[src/core/gpt_pkg.sv]
// package for the gated one-shot timer with pulse output
// assumes a single clock domain and 8-bit register port
`default_nettype none
package gpt_pkg;
	// register offsets (byte addresses on the plain register port)
	localparam logic [3:0] OFS_CTRL    = 4'h0;
	localparam logic [3:0] OFS_TCON    = 4'h1;
	localparam logic [3:0] OFS_PERIOD  = 4'h2;
	localparam logic [3:0] OFS_DUTY_H  = 4'h3;
	localparam logic [3:0] OFS_DUTY_L  = 4'h4;
	localparam logic [3:0] OFS_COUNT   = 4'h5;
	localparam logic [3:0] OFS_MODE    = 4'h6;
	// control register fields
	localparam int BIT_ENABLE   = 7;
	localparam int BIT_LEVEL    = 5;
	localparam int BIT_POLARITY = 4;
	// timer control fields
	localparam int BIT_RUN      = 7;
	// reset values
	localparam logic [7:0] RST_BYTE = 8'h00;
	localparam logic [4:0] RST_MODE = 5'h00;
	// timer mode codes
	localparam logic [4:0] MODE_SW_GATE   = 5'h00;
	localparam logic [4:0] MODE_GATE_HIGH = 5'h01;
	localparam logic [4:0] MODE_GATE_LOW  = 5'h02;
	localparam logic [4:0] MODE_OS_LOW    = 5'h0E;
	localparam logic [4:0] MODE_OS_HIGH   = 5'h0F;

	typedef struct packed {
		logic       wr;
		logic       rd;
		logic [3:0] addr;
		logic [7:0] wdata;
	} gpt_bus_s;
endpackage : gpt_pkg
`default_nettype wire

[src/core/gpt_timer.sv]
// gated period timer with level-reset one-shot modes and a pulse output
// assumes CLOCK_IN at 125 MHz; gate input is asynchronous and synchronised here
//
// Chosen here: the address map and the plain strobed port.
`default_nettype none
module gpt_timer #(
	parameter int DUTY_W = 10
) (
	// clock and reset
	input  wire logic        CLOCK_IN,
	input  wire logic        RESET_IN,
	// register port
	input  wire logic [3:0]  ADDR_IN,
	input  wire logic [7:0]  WDATA_IN,
	input  wire logic        WR_IN,
	input  wire logic        RD_IN,
	output logic      [7:0]  RDATA_OUT,
	// external gate / reset input, asynchronous
	input  wire logic        GATE_RESET_IN,
	// pulse pin
	output logic             PULSE_OUT
);
	gpt_pkg::gpt_bus_s bus;
	assign bus.wr    = WR_IN;
	assign bus.rd    = RD_IN;
	assign bus.addr  = ADDR_IN;
	assign bus.wdata = WDATA_IN;

	////////////////////////////////////////////////////////////////
	// registers
	logic       enable_r;
	logic       polarity_r;
	logic       run_r;
	logic [4:0] mode_r;
	logic [7:0] period_r;
	logic [7:0] duty_h_r;
	logic [1:0] duty_l_r;
	logic [7:0] count_r;
	logic       active_r;
	logic [7:0] rdata_r;
	logic       gate_s1_r;
	logic       gate_s2_r;
	logic       gate_d_r;

	// write strobe aimed at one register offset
	function automatic logic addr_wr(input gpt_pkg::gpt_bus_s b, input logic [3:0] ofs);
		return b.wr && (b.addr == ofs);
	endfunction

	wire wr_ctrl   = addr_wr(bus, gpt_pkg::OFS_CTRL);
	wire wr_tcon   = addr_wr(bus, gpt_pkg::OFS_TCON);
	wire wr_period = addr_wr(bus, gpt_pkg::OFS_PERIOD);
	wire wr_duty_h = addr_wr(bus, gpt_pkg::OFS_DUTY_H);
	wire wr_duty_l = addr_wr(bus, gpt_pkg::OFS_DUTY_L);
	wire wr_mode   = addr_wr(bus, gpt_pkg::OFS_MODE);

	////////////////////////////////////////////////////////////////
	// gate synchroniser and mode decode
	always_ff @(posedge CLOCK_IN or posedge RESET_IN) begin
		if (RESET_IN) begin
			gate_s1_r <= 1'b0;
			gate_s2_r <= 1'b0;
			gate_d_r  <= 1'b0;
		end else begin
			gate_s1_r <= GATE_RESET_IN;
			gate_s2_r <= gate_s1_r;
			gate_d_r  <= gate_s2_r;
		end
	end

	wire gate = gate_s2_r;
	wire is_gate_hi = mode_r == gpt_pkg::MODE_GATE_HIGH;
	wire is_gate_lo = mode_r == gpt_pkg::MODE_GATE_LOW;
	wire is_os_lo   = mode_r == gpt_pkg::MODE_OS_LOW;
	wire is_os_hi   = mode_r == gpt_pkg::MODE_OS_HIGH;
	wire one_shot   = is_os_lo || is_os_hi;
	// pause: hardware gate modes otherwise behave as software gate
	wire paused     = (is_gate_hi && gate) || (is_gate_lo && !gate);
	wire at_reset_lvl = (is_os_lo && !gate) || (is_os_hi && gate);
	wire start_edge = (is_os_lo && gate && !gate_d_r)
	                || (is_os_hi && !gate && gate_d_r);
	// armed: counting allowed in one-shot only after a fresh edge
	logic armed_r;
	wire  match     = count_r == period_r;
	wire  [DUTY_W-1:0] duty = {duty_h_r, duty_l_r};
	// count is 8 bits; duty compares on its upper bits
	wire  duty_hit  = {count_r, 2'b00} >= duty;
	wire  counting  = run_r && !paused && (!one_shot || armed_r);
	wire  os_match  = one_shot && counting && match;

	////////////////////////////////////////////////////////////////
	// register writes and timer
	always_ff @(posedge CLOCK_IN or posedge RESET_IN) begin
		if (RESET_IN) begin
			enable_r   <= 1'b0;
			polarity_r <= 1'b0;
			run_r      <= 1'b0;
			mode_r     <= gpt_pkg::RST_MODE;
			period_r   <= gpt_pkg::RST_BYTE;
			duty_h_r   <= gpt_pkg::RST_BYTE;
			duty_l_r   <= 2'b00;
		end else begin
			if (wr_ctrl) begin
				enable_r   <= bus.wdata[gpt_pkg::BIT_ENABLE];
				polarity_r <= bus.wdata[gpt_pkg::BIT_POLARITY];
			end
			if (os_match)
				run_r <= 1'b0;
			else if (wr_tcon)
				run_r <= bus.wdata[gpt_pkg::BIT_RUN];
			if (wr_mode)
				mode_r <= bus.wdata[4:0];
			if (wr_period)
				period_r <= bus.wdata;
			if (wr_duty_h)
				duty_h_r <= bus.wdata;
			if (wr_duty_l)
				duty_l_r <= bus.wdata[7:6];
		end
	end

	always_ff @(posedge CLOCK_IN or posedge RESET_IN) begin
		if (RESET_IN) begin
			armed_r <= 1'b0;
		end else if (!one_shot || !run_r || os_match) begin
			armed_r <= 1'b0;
		end else if (start_edge) begin
			armed_r <= 1'b1;
		end
	end

	always_ff @(posedge CLOCK_IN or posedge RESET_IN) begin
		if (RESET_IN) begin
			count_r <= gpt_pkg::RST_BYTE;
		end else if (one_shot && at_reset_lvl) begin
			count_r <= gpt_pkg::RST_BYTE;
		end else if (counting) begin
			count_r <= match ? gpt_pkg::RST_BYTE : count_r + 8'h01;
		end
	end

	////////////////////////////////////////////////////////////////
	// pulse stage; pause freezes count, so both phases stretch
	logic active_nxt;
	always_comb begin
		active_nxt = active_r;
		if (one_shot) begin
			if (run_r && start_edge)
				active_nxt = 1'b1;
			else if (armed_r && duty_hit)
				active_nxt = 1'b0;
		end else if (counting) begin
			if (match)
				active_nxt = duty != '0;
			else if ({count_r + 8'h01, 2'b00} >= duty)
				active_nxt = 1'b0;
		end
	end

	always_ff @(posedge CLOCK_IN or posedge RESET_IN) begin
		if (RESET_IN)
			active_r <= 1'b0;
		else
			active_r <= active_nxt;
	end

	// disabled output sits at the polarity level
	wire pulse_lvl = enable_r ? (active_r ^ polarity_r) : polarity_r;
	assign PULSE_OUT = pulse_lvl;

	////////////////////////////////////////////////////////////////
	// read port
	wire [7:0] ctrl_rd = {enable_r, 1'b0, pulse_lvl, polarity_r, 4'h0};
	always_ff @(posedge CLOCK_IN or posedge RESET_IN) begin
		if (RESET_IN) begin
			rdata_r <= gpt_pkg::RST_BYTE;
		end else if (bus.rd) begin
			unique case (bus.addr)
				gpt_pkg::OFS_CTRL:   rdata_r <= ctrl_rd;
				gpt_pkg::OFS_TCON:   rdata_r <= {run_r, 7'h00};
				gpt_pkg::OFS_PERIOD: rdata_r <= period_r;
				gpt_pkg::OFS_DUTY_H: rdata_r <= duty_h_r;
				gpt_pkg::OFS_DUTY_L: rdata_r <= {duty_l_r, 6'h00};
				gpt_pkg::OFS_COUNT:  rdata_r <= count_r;
				gpt_pkg::OFS_MODE:   rdata_r <= {3'h0, mode_r};
				default:             rdata_r <= 8'h00;
			endcase
		end else begin
			rdata_r <= 8'h00;
		end
	end
	assign RDATA_OUT = rdata_r;

	////////////////////////////////////////////////////////////////
	// checks
	chk_gate_hi_hold: assert property (@(posedge CLOCK_IN) disable iff (RESET_IN)
		(is_gate_hi && gate && !wr_mode) |=> $stable(count_r))
		else $error("count moved while gated high");
	chk_gate_lo_hold: assert property (@(posedge CLOCK_IN) disable iff (RESET_IN)
		(is_gate_lo && !gate && !wr_mode) |=> $stable(count_r))
		else $error("count moved while gated low");
	chk_os_reset_clear: assert property (@(posedge CLOCK_IN) disable iff (RESET_IN)
		(one_shot && at_reset_lvl) |=> count_r == 8'h00)
		else $error("count not cleared at reset level");
	chk_os_match_stop: assert property (@(posedge CLOCK_IN) disable iff (RESET_IN)
		os_match |=> (!run_r && count_r == 8'h00))
		else $error("one-shot match did not stop timer");
	chk_os_no_restart: assert property (@(posedge CLOCK_IN) disable iff (RESET_IN)
		(one_shot && !armed_r && !start_edge) |=> !armed_r)
		else $error("one-shot armed without edge");
	chk_os_start_act: assert property (@(posedge CLOCK_IN) disable iff (RESET_IN)
		(one_shot && run_r && start_edge && !wr_mode) |=> active_r)
		else $error("pulse not active on start edge");
	chk_idle_level: assert property (@(posedge CLOCK_IN) disable iff (RESET_IN)
		!enable_r |-> PULSE_OUT == polarity_r)
		else $error("output not idle while disabled");
	chk_count_step: assert property (@(posedge CLOCK_IN) disable iff (RESET_IN)
		(counting && !match && !(one_shot && at_reset_lvl) && !wr_mode)
			|=> count_r == $past(count_r) + 8'h01)
		else $error("count did not step by one");
	chk_ctrl_readback: assert property (@(posedge CLOCK_IN) disable iff (RESET_IN)
		(bus.rd && bus.addr == gpt_pkg::OFS_CTRL)
			|=> (RDATA_OUT[5] == $past(pulse_lvl) && RDATA_OUT[6] == 1'b0
			&& RDATA_OUT[3:0] == 4'h0))
		else $error("control readback wrong");

	////////////////////////////////////////////////////////////////
	// checks: gating and pause
	// a pause must freeze both phases, or gated pulses come out short
	chk_pause_act_hold: assert property (@(posedge CLOCK_IN) disable iff (RESET_IN)
		(paused && !wr_mode)
		|=> $stable(active_r))
		else $error("pulse phase moved while paused");

	chk_pause_cnt_hold: assert property (@(posedge CLOCK_IN) disable iff (RESET_IN)
		(paused && !wr_mode)
		|=> $stable(count_r))
		else $error("count moved while paused");

	chk_hw_gate_open: assert property (@(posedge CLOCK_IN) disable iff (RESET_IN)
		(run_r && (is_gate_hi || is_gate_lo) && !paused)
		|-> counting)
		else $error("open gate did not count");

	chk_sw_gate_run: assert property (@(posedge CLOCK_IN) disable iff (RESET_IN)
		(run_r && mode_r == gpt_pkg::MODE_SW_GATE)
		|-> counting)
		else $error("software gate mode did not count");

	////////////////////////////////////////////////////////////////
	// checks: one-shot start and stop
	chk_os_edge_arm: assert property (@(posedge CLOCK_IN) disable iff (RESET_IN)
		(one_shot && run_r && start_edge && !os_match && !wr_mode)
		|=> armed_r)
		else $error("start edge did not arm timer");

	chk_os_wait_zero: assert property (@(posedge CLOCK_IN) disable iff (RESET_IN)
		(one_shot && !armed_r && count_r == 8'h00)
		|=> count_r == 8'h00)
		else $error("one-shot counted before its edge");

	chk_os_run_disarm: assert property (@(posedge CLOCK_IN) disable iff (RESET_IN)
		(one_shot && !run_r)
		|=> !armed_r)
		else $error("timer armed with run clear");

	chk_os_stop_count: assert property (@(posedge CLOCK_IN) disable iff (RESET_IN)
		(one_shot && !run_r && !at_reset_lvl)
		|=> $stable(count_r))
		else $error("stopped one-shot count moved");

	chk_run_match_wins: assert property (@(posedge CLOCK_IN) disable iff (RESET_IN)
		(os_match && wr_tcon)
		|=> !run_r)
		else $error("software write beat period match");

	////////////////////////////////////////////////////////////////
	// checks: one-shot pulse
	chk_os_duty_off: assert property (@(posedge CLOCK_IN) disable iff (RESET_IN)
		(one_shot && armed_r && duty_hit && !(run_r && start_edge))
		|=> !active_r)
		else $error("one-shot pulse not ended at duty");

	chk_os_match_quiet: assert property (@(posedge CLOCK_IN) disable iff (RESET_IN)
		(os_match && !active_r && !start_edge)
		|=> !active_r)
		else $error("pulse reactivated on period match");

	chk_os_stay_idle: assert property (@(posedge CLOCK_IN) disable iff (RESET_IN)
		(one_shot && !run_r && !active_r)
		|=> !active_r)
		else $error("pulse went active without a start");

	////////////////////////////////////////////////////////////////
	// checks: standard pulse
	chk_std_restart_act: assert property (@(posedge CLOCK_IN) disable iff (RESET_IN)
		(!one_shot && counting && match && duty != '0)
		|=> active_r)
		else $error("active phase not begun at restart");

	chk_active_level: assert property (@(posedge CLOCK_IN) disable iff (RESET_IN)
		enable_r
		|-> PULSE_OUT == (active_r ^ polarity_r))
		else $error("pin level disagrees with polarity");

	////////////////////////////////////////////////////////////////
	// checks: register side
	chk_enable_write: assert property (@(posedge CLOCK_IN) disable iff (RESET_IN)
		wr_ctrl
		|=> enable_r == $past(bus.wdata[gpt_pkg::BIT_ENABLE]))
		else $error("enable bit not written");

	chk_polarity_write: assert property (@(posedge CLOCK_IN) disable iff (RESET_IN)
		wr_ctrl
		|=> polarity_r == $past(bus.wdata[gpt_pkg::BIT_POLARITY]))
		else $error("polarity bit not written");

	chk_duty_low_write: assert property (@(posedge CLOCK_IN) disable iff (RESET_IN)
		wr_duty_l
		|=> duty_l_r == $past(bus.wdata[7:6]))
		else $error("duty low bits not written");

	chk_duty_high_write: assert property (@(posedge CLOCK_IN) disable iff (RESET_IN)
		wr_duty_h
		|=> duty_h_r == $past(bus.wdata))
		else $error("duty high byte not written");

	chk_ctrl_fields_rd: assert property (@(posedge CLOCK_IN) disable iff (RESET_IN)
		(bus.rd && bus.addr == gpt_pkg::OFS_CTRL)
		|=> (RDATA_OUT[7] == $past(enable_r) && RDATA_OUT[4] == $past(polarity_r)))
		else $error("control field readback wrong");

	chk_tcon_readback: assert property (@(posedge CLOCK_IN) disable iff (RESET_IN)
		(bus.rd && bus.addr == gpt_pkg::OFS_TCON)
		|=> RDATA_OUT == {$past(run_r), 7'h00})
		else $error("run bit readback wrong");

	chk_count_readback: assert property (@(posedge CLOCK_IN) disable iff (RESET_IN)
		(bus.rd && bus.addr == gpt_pkg::OFS_COUNT)
		|=> RDATA_OUT == $past(count_r))
		else $error("count readback wrong");

	// read data stands one cycle only, so stale bytes never linger
	chk_rdata_idle: assert property (@(posedge CLOCK_IN) disable iff (RESET_IN)
		!bus.rd
		|=> RDATA_OUT == 8'h00)
		else $error("read data not cleared");
endmodule : gpt_timer
`default_nettype wire

[config.mk]
export PLATFORM = sky130hd
export DESIGN_NAME = gpt_timer
export DESIGN_NICKNAME = d
export VERILOG_FILES = /design/src/core/gpt_pkg.sv /design/src/core/gpt_timer.sv
export SDC_FILE = /design/constraint.sdc
export NUM_CORES = 1
export LEC_CHECK = 0
export BUFFER_PORTS_ARGS = -buffer_cell sky130_fd_sc_hd__buf_2
export CAP_MARGIN = 20
export CORE_AREA = 2 2 72 74
export DETAILED_ROUTE_END_ITERATION = 7
export DIE_AREA = 0 0 74 76
export PLACE_DENSITY = 0.8
export SYNTH_ARGS = -nofsm -noshare
export SYNTH_HDL_FRONTEND = slang
export SYNTH_SLANG_ARGS = --single-unit
export TNS_END_PERCENT = 20
[constraint.sdc]
create_clock -name CLOCK_IN -period 6.6 [get_ports CLOCK_IN]
set_clock_uncertainty 0.05 [all_clocks]
set_input_delay 0.99 -clock CLOCK_IN [delete_from_list [all_inputs] [get_ports CLOCK_IN]]
set_output_delay 0.99 -clock CLOCK_IN [all_outputs]
set_load 0.005 [all_outputs]
==> results.sh <==
export IMPL_ys_seq_area_share_pct=41.8
export IMPL_tns_ns=0
export IMPL_holdPathStages=0
export IMPL_drive_gt1_share_pct=26.3
export IMPL_fillCellCount=409
export IMPL_tightest_slew_ns=0.499
export IMPL_r2r_end="active_r$_DFFE_PP0P_"
export IMPL_cts_sinks=47
export IMPL_ir_drop_mv=0.162
export IMPL_cts_buffer_depth=2
export IMPL_ioPinCount=26
export IMPL_critPathMaxFanout=9
export IMPL_arrival_ns=2.59
export IMPL_seqCellArea_um2=1180
export IMPL_wirelength_mm=6.32
export IMPL_synth_async_reset_ratio_pct=100
export IMPL_antenna_found_initial=0
export IMPL_min_to="gate$_DFF_PP0_"
export IMPL_hpwl_mm=4.75
export IMPL_syn_nets=298
export IMPL_dp_cells=350
export IMPL_syn2layout_area_growth_pct=10.4
export IMPL_synthTopCellsByArea="dfrtp_1 (42%), mux2_2 (10%), ha_1 (7.6%)"
export IMPL_fin_cells=359
export IMPL_utilization_pct=63.3
export IMPL_yosysTopAreaCell="dfrtp_1"
export IMPL_wl_per_cell_um=17.6
export IMPL_cts_hold_buffers_added=0
export IMPL_p_leak_uw=0.00138
export IMPL_p_total_uw=946
export IMPL_htree_levels=2
export IMPL_required_ns=6.79
export IMPL_finalCritPeriodShare_pct=36.4
export IMPL_cts_resized=0
export IMPL_clockRootBuffer="clkbuf_8"
export IMPL_critPathBufInv=0
export IMPL_multi_input_area_um2=1540
export IMPL_rr_worst_depth=9
export IMPL_post_route_min_period_ns=2.40
export IMPL_avgSynthCellArea_um2=10.7
export IMPL_timing_critical_path_mode_cell="and3_1"
export IMPL_synth_seq_cells=47
export IMPL_setup_viol=0
export IMPL_coreArea_um2=4910
export IMPL_hold_viol_final=0
export IMPL_die_w_um=74
export IMPL_drc=0
export IMPL_path_cells="and3_1, and3_1, and3_2, xor2_2, ha_1, a21oi_1, o21ai_0, o311ai_1, a32o_1"
export IMPL_drtAntennaViolNets=0
export IMPL_dr_first_iter_drc_count=185
export IMPL_synthCells=264
export IMPL_synth_top_area_share_pct=41.8
export IMPL_n_antenna_cell=0
export IMPL_start_kind="flip-flop"
export IMPL_fmax_mhz=416
export IMPL_r2r_start="count_r[0]$_DFFE_PP0P_"
export IMPL_grt_pass1_wl_mm=10.3
export IMPL_via_per_inst=5.95
export IMPL_io_buffers=25
export IMPL_initial_core_util_pct=57.3
export IMPL_worstSetupPathType="reg -> reg"
export IMPL_grt_pass1_vias=2122
export IMPL_yosys_warnings=0
export IMPL_slew_viol_final=0
export IMPL_cts_tree="done"
export IMPL_slew_headroom_pct=66.7
export IMPL_cts_buffers=5
export IMPL_via_count=2135
export IMPL_fp_dieArea_um2=5620
export IMPL_critPathMaxStageDelay_ns=0.51
export IMPL_synthFlopType="dfrtp_1"
export IMPL_drv_cap=0
export IMPL_crit_path_top_delay_cell="dfrtp_1"
export IMPL_synthesis_area_um2=2820
export IMPL_postCtsSetupBuffers=0
export IMPL_power_density_nw_per_um2=304
export IMPL_cp_top_family="compound AO/OA/AOI/OAI gates"
export IMPL_grt_max_degree=48
export IMPL_overflow=0
export IMPL_grt_setup_unrepaired="no"
export IMPL_synth_edff_count=0
export IMPL_worstHoldPathType="reg -> reg"
export IMPL_synth_cell_types=52
export IMPL_clkLatencyLatePin_ns=0.31
export IMPL_groute_usage_overall_pct=24.0
export IMPL_die_h_um=76
export IMPL_hold_path_startpoint="gate_s1_r$_DFF_PP0_"
export IMPL_finalNetCount=322
export IMPL_status="finished clean"
export IMPL_place_gp_congestion=0.925
export IMPL_end_kind="flip-flop"
export IMPL_path_clk_slew_ns=0.09
export IMPL_row_count=26
export IMPL_drtPass1Iterations=4
export IMPL_r2r_slack_ns=4.20
## Yosys cell counts (2+ instances only)
library cell and instances:
a211oi_1 3, a21oi_1 12, a21oi_2 2, a22oi_1 7, a32o_1 6, and3_1 3, buf_2 8, dfrtp_1 47
ha_1 17, inv_1 11, mux2_2 25, mux2i_1 2, nand2_1 18, nand2b_1 4, nand3_1 5, nand3b_1 2
nand4_1 5, nand4b_1 2, nor2_1 18, nor2b_1 3, nor3_1 3, nor3b_2 2, nor4_1 5, o211ai_1 3
o21ai_0 10, o22a_1 2, xnor2_1 12, xor2_1 3
## layout by cell type, fill, tap and decap left out, types with 3 or more instances in the layout
cell       n
a32o_1     6
dfrtp_1   47
nor2_1    18
nand4_1    5
clkbuf_8   5
xnor2_1   12
buf_2     25
nor4_1     5
inv_1     10
xor2_1     3
a211oi_1   3
mux2_2    25
o21ai_0   10
nand2_1   18
nor3_1     3
nand2b_1   4
a22oi_1    7
ha_1      17
o211ai_1   3
and3_1     3
a21oi_1   12
nor2b_1    3
nand3_1    5
## metrics by stage
step	hold WS, ns	setup slack [ns]	area (µm²)
after detailed placement	0.285	4.20	2980
final	0.307	4.20	3110
after global routing	0.327	3.99	3110
after floorplan	0.281	4.41	2820
after CTS	0.306	4.18	3090
after global placement	0.284	4.22	2980
## final cells by class
cell class                      instances  area share, %
Timing Repair Buffer                   26           4.67
Tap cell                               70           2.82
Inverter                               12           1.45
Clock buffer                            5           2.21
Clock inverter                          3           1.41
Sequential cell                        47           37.8
Multi-Input combinational cell        196           49.6
## routing by layer
| layer | GRT usage [%] | vias to the layer above | share of wire [%] |
|---|---|---|---|
| li1 | - | 1023 | - |
| met3 | 4.50 | 9 | 5.3 |
| met1 | 32.4 | 1031 | 43 |
| met2 | 38.5 | 72 | 50 |
| met5 | 0 | - | 0 |
| met4 | 8.00 | 0 | 1.4 |
## worst reg2reg max path, delay by kind of cell (launching register included)
family          cells  cell delay (ns)
simple gates        3             0.64
xor+xnor            1             0.15
compound gates      4             0.67
flops               1             0.51
fa+ha+maj           1             0.32
## where the power goes
group / switching, µW / leakage [µW] / total, µW / internal (µW)
Combinational: 148 / 0.000729 / 302 / 154
Clock: 101 / 0.0000581 / 214 / 113
Sequential: 86.9 / 0.000595 / 430 / 343
Total: 336 / 0.00138 / 946 / 610
## sequential cells by signal, summed over array words and instances, names as in the netlist
name	cells
gate_d_r	1
count_r	8
gate	1
polarity_r	1
duty_l_r	2
RDATA_OUT	8
enable_r	1
run_r	1
period_r	8
active_r	1
gate_s1_r	1
duty_h_r	8
armed_r	1
mode_r	5
## how the worst max path moves through the flow
stage,slack (ns),from,to,cells after the start
after floorplan,4.41,count_r[0]$_DFFE_PP0P_,active_r$_DFFE_PP0P_,9
after global placement,4.22,count_r[0]$_DFFE_PP0P_,active_r$_DFFE_PP0P_,9
after detailed placement,4.20,count_r[0]$_DFFE_PP0P_,active_r$_DFFE_PP0P_,9
after CTS,4.18,count_r[0]$_DFFE_PP0P_,active_r$_DFFE_PP0P_,9
after global routing,3.99,count_r[0]$_DFFE_PP0P_,active_r$_DFFE_PP0P_,9
final,4.20,count_r[0]$_DFFE_PP0P_,active_r$_DFFE_PP0P_,9
## cells by family after synthesis
kind of cell    share of synthesized area, %
mux                                     11.5
fa+ha+maj                               7.55
simple gates                            16.3
buf+inv                                 3.42
compound gates                          14.3
flops                                   41.8
xor+xnor                                5.24
(Power assumes the default switching activity.)
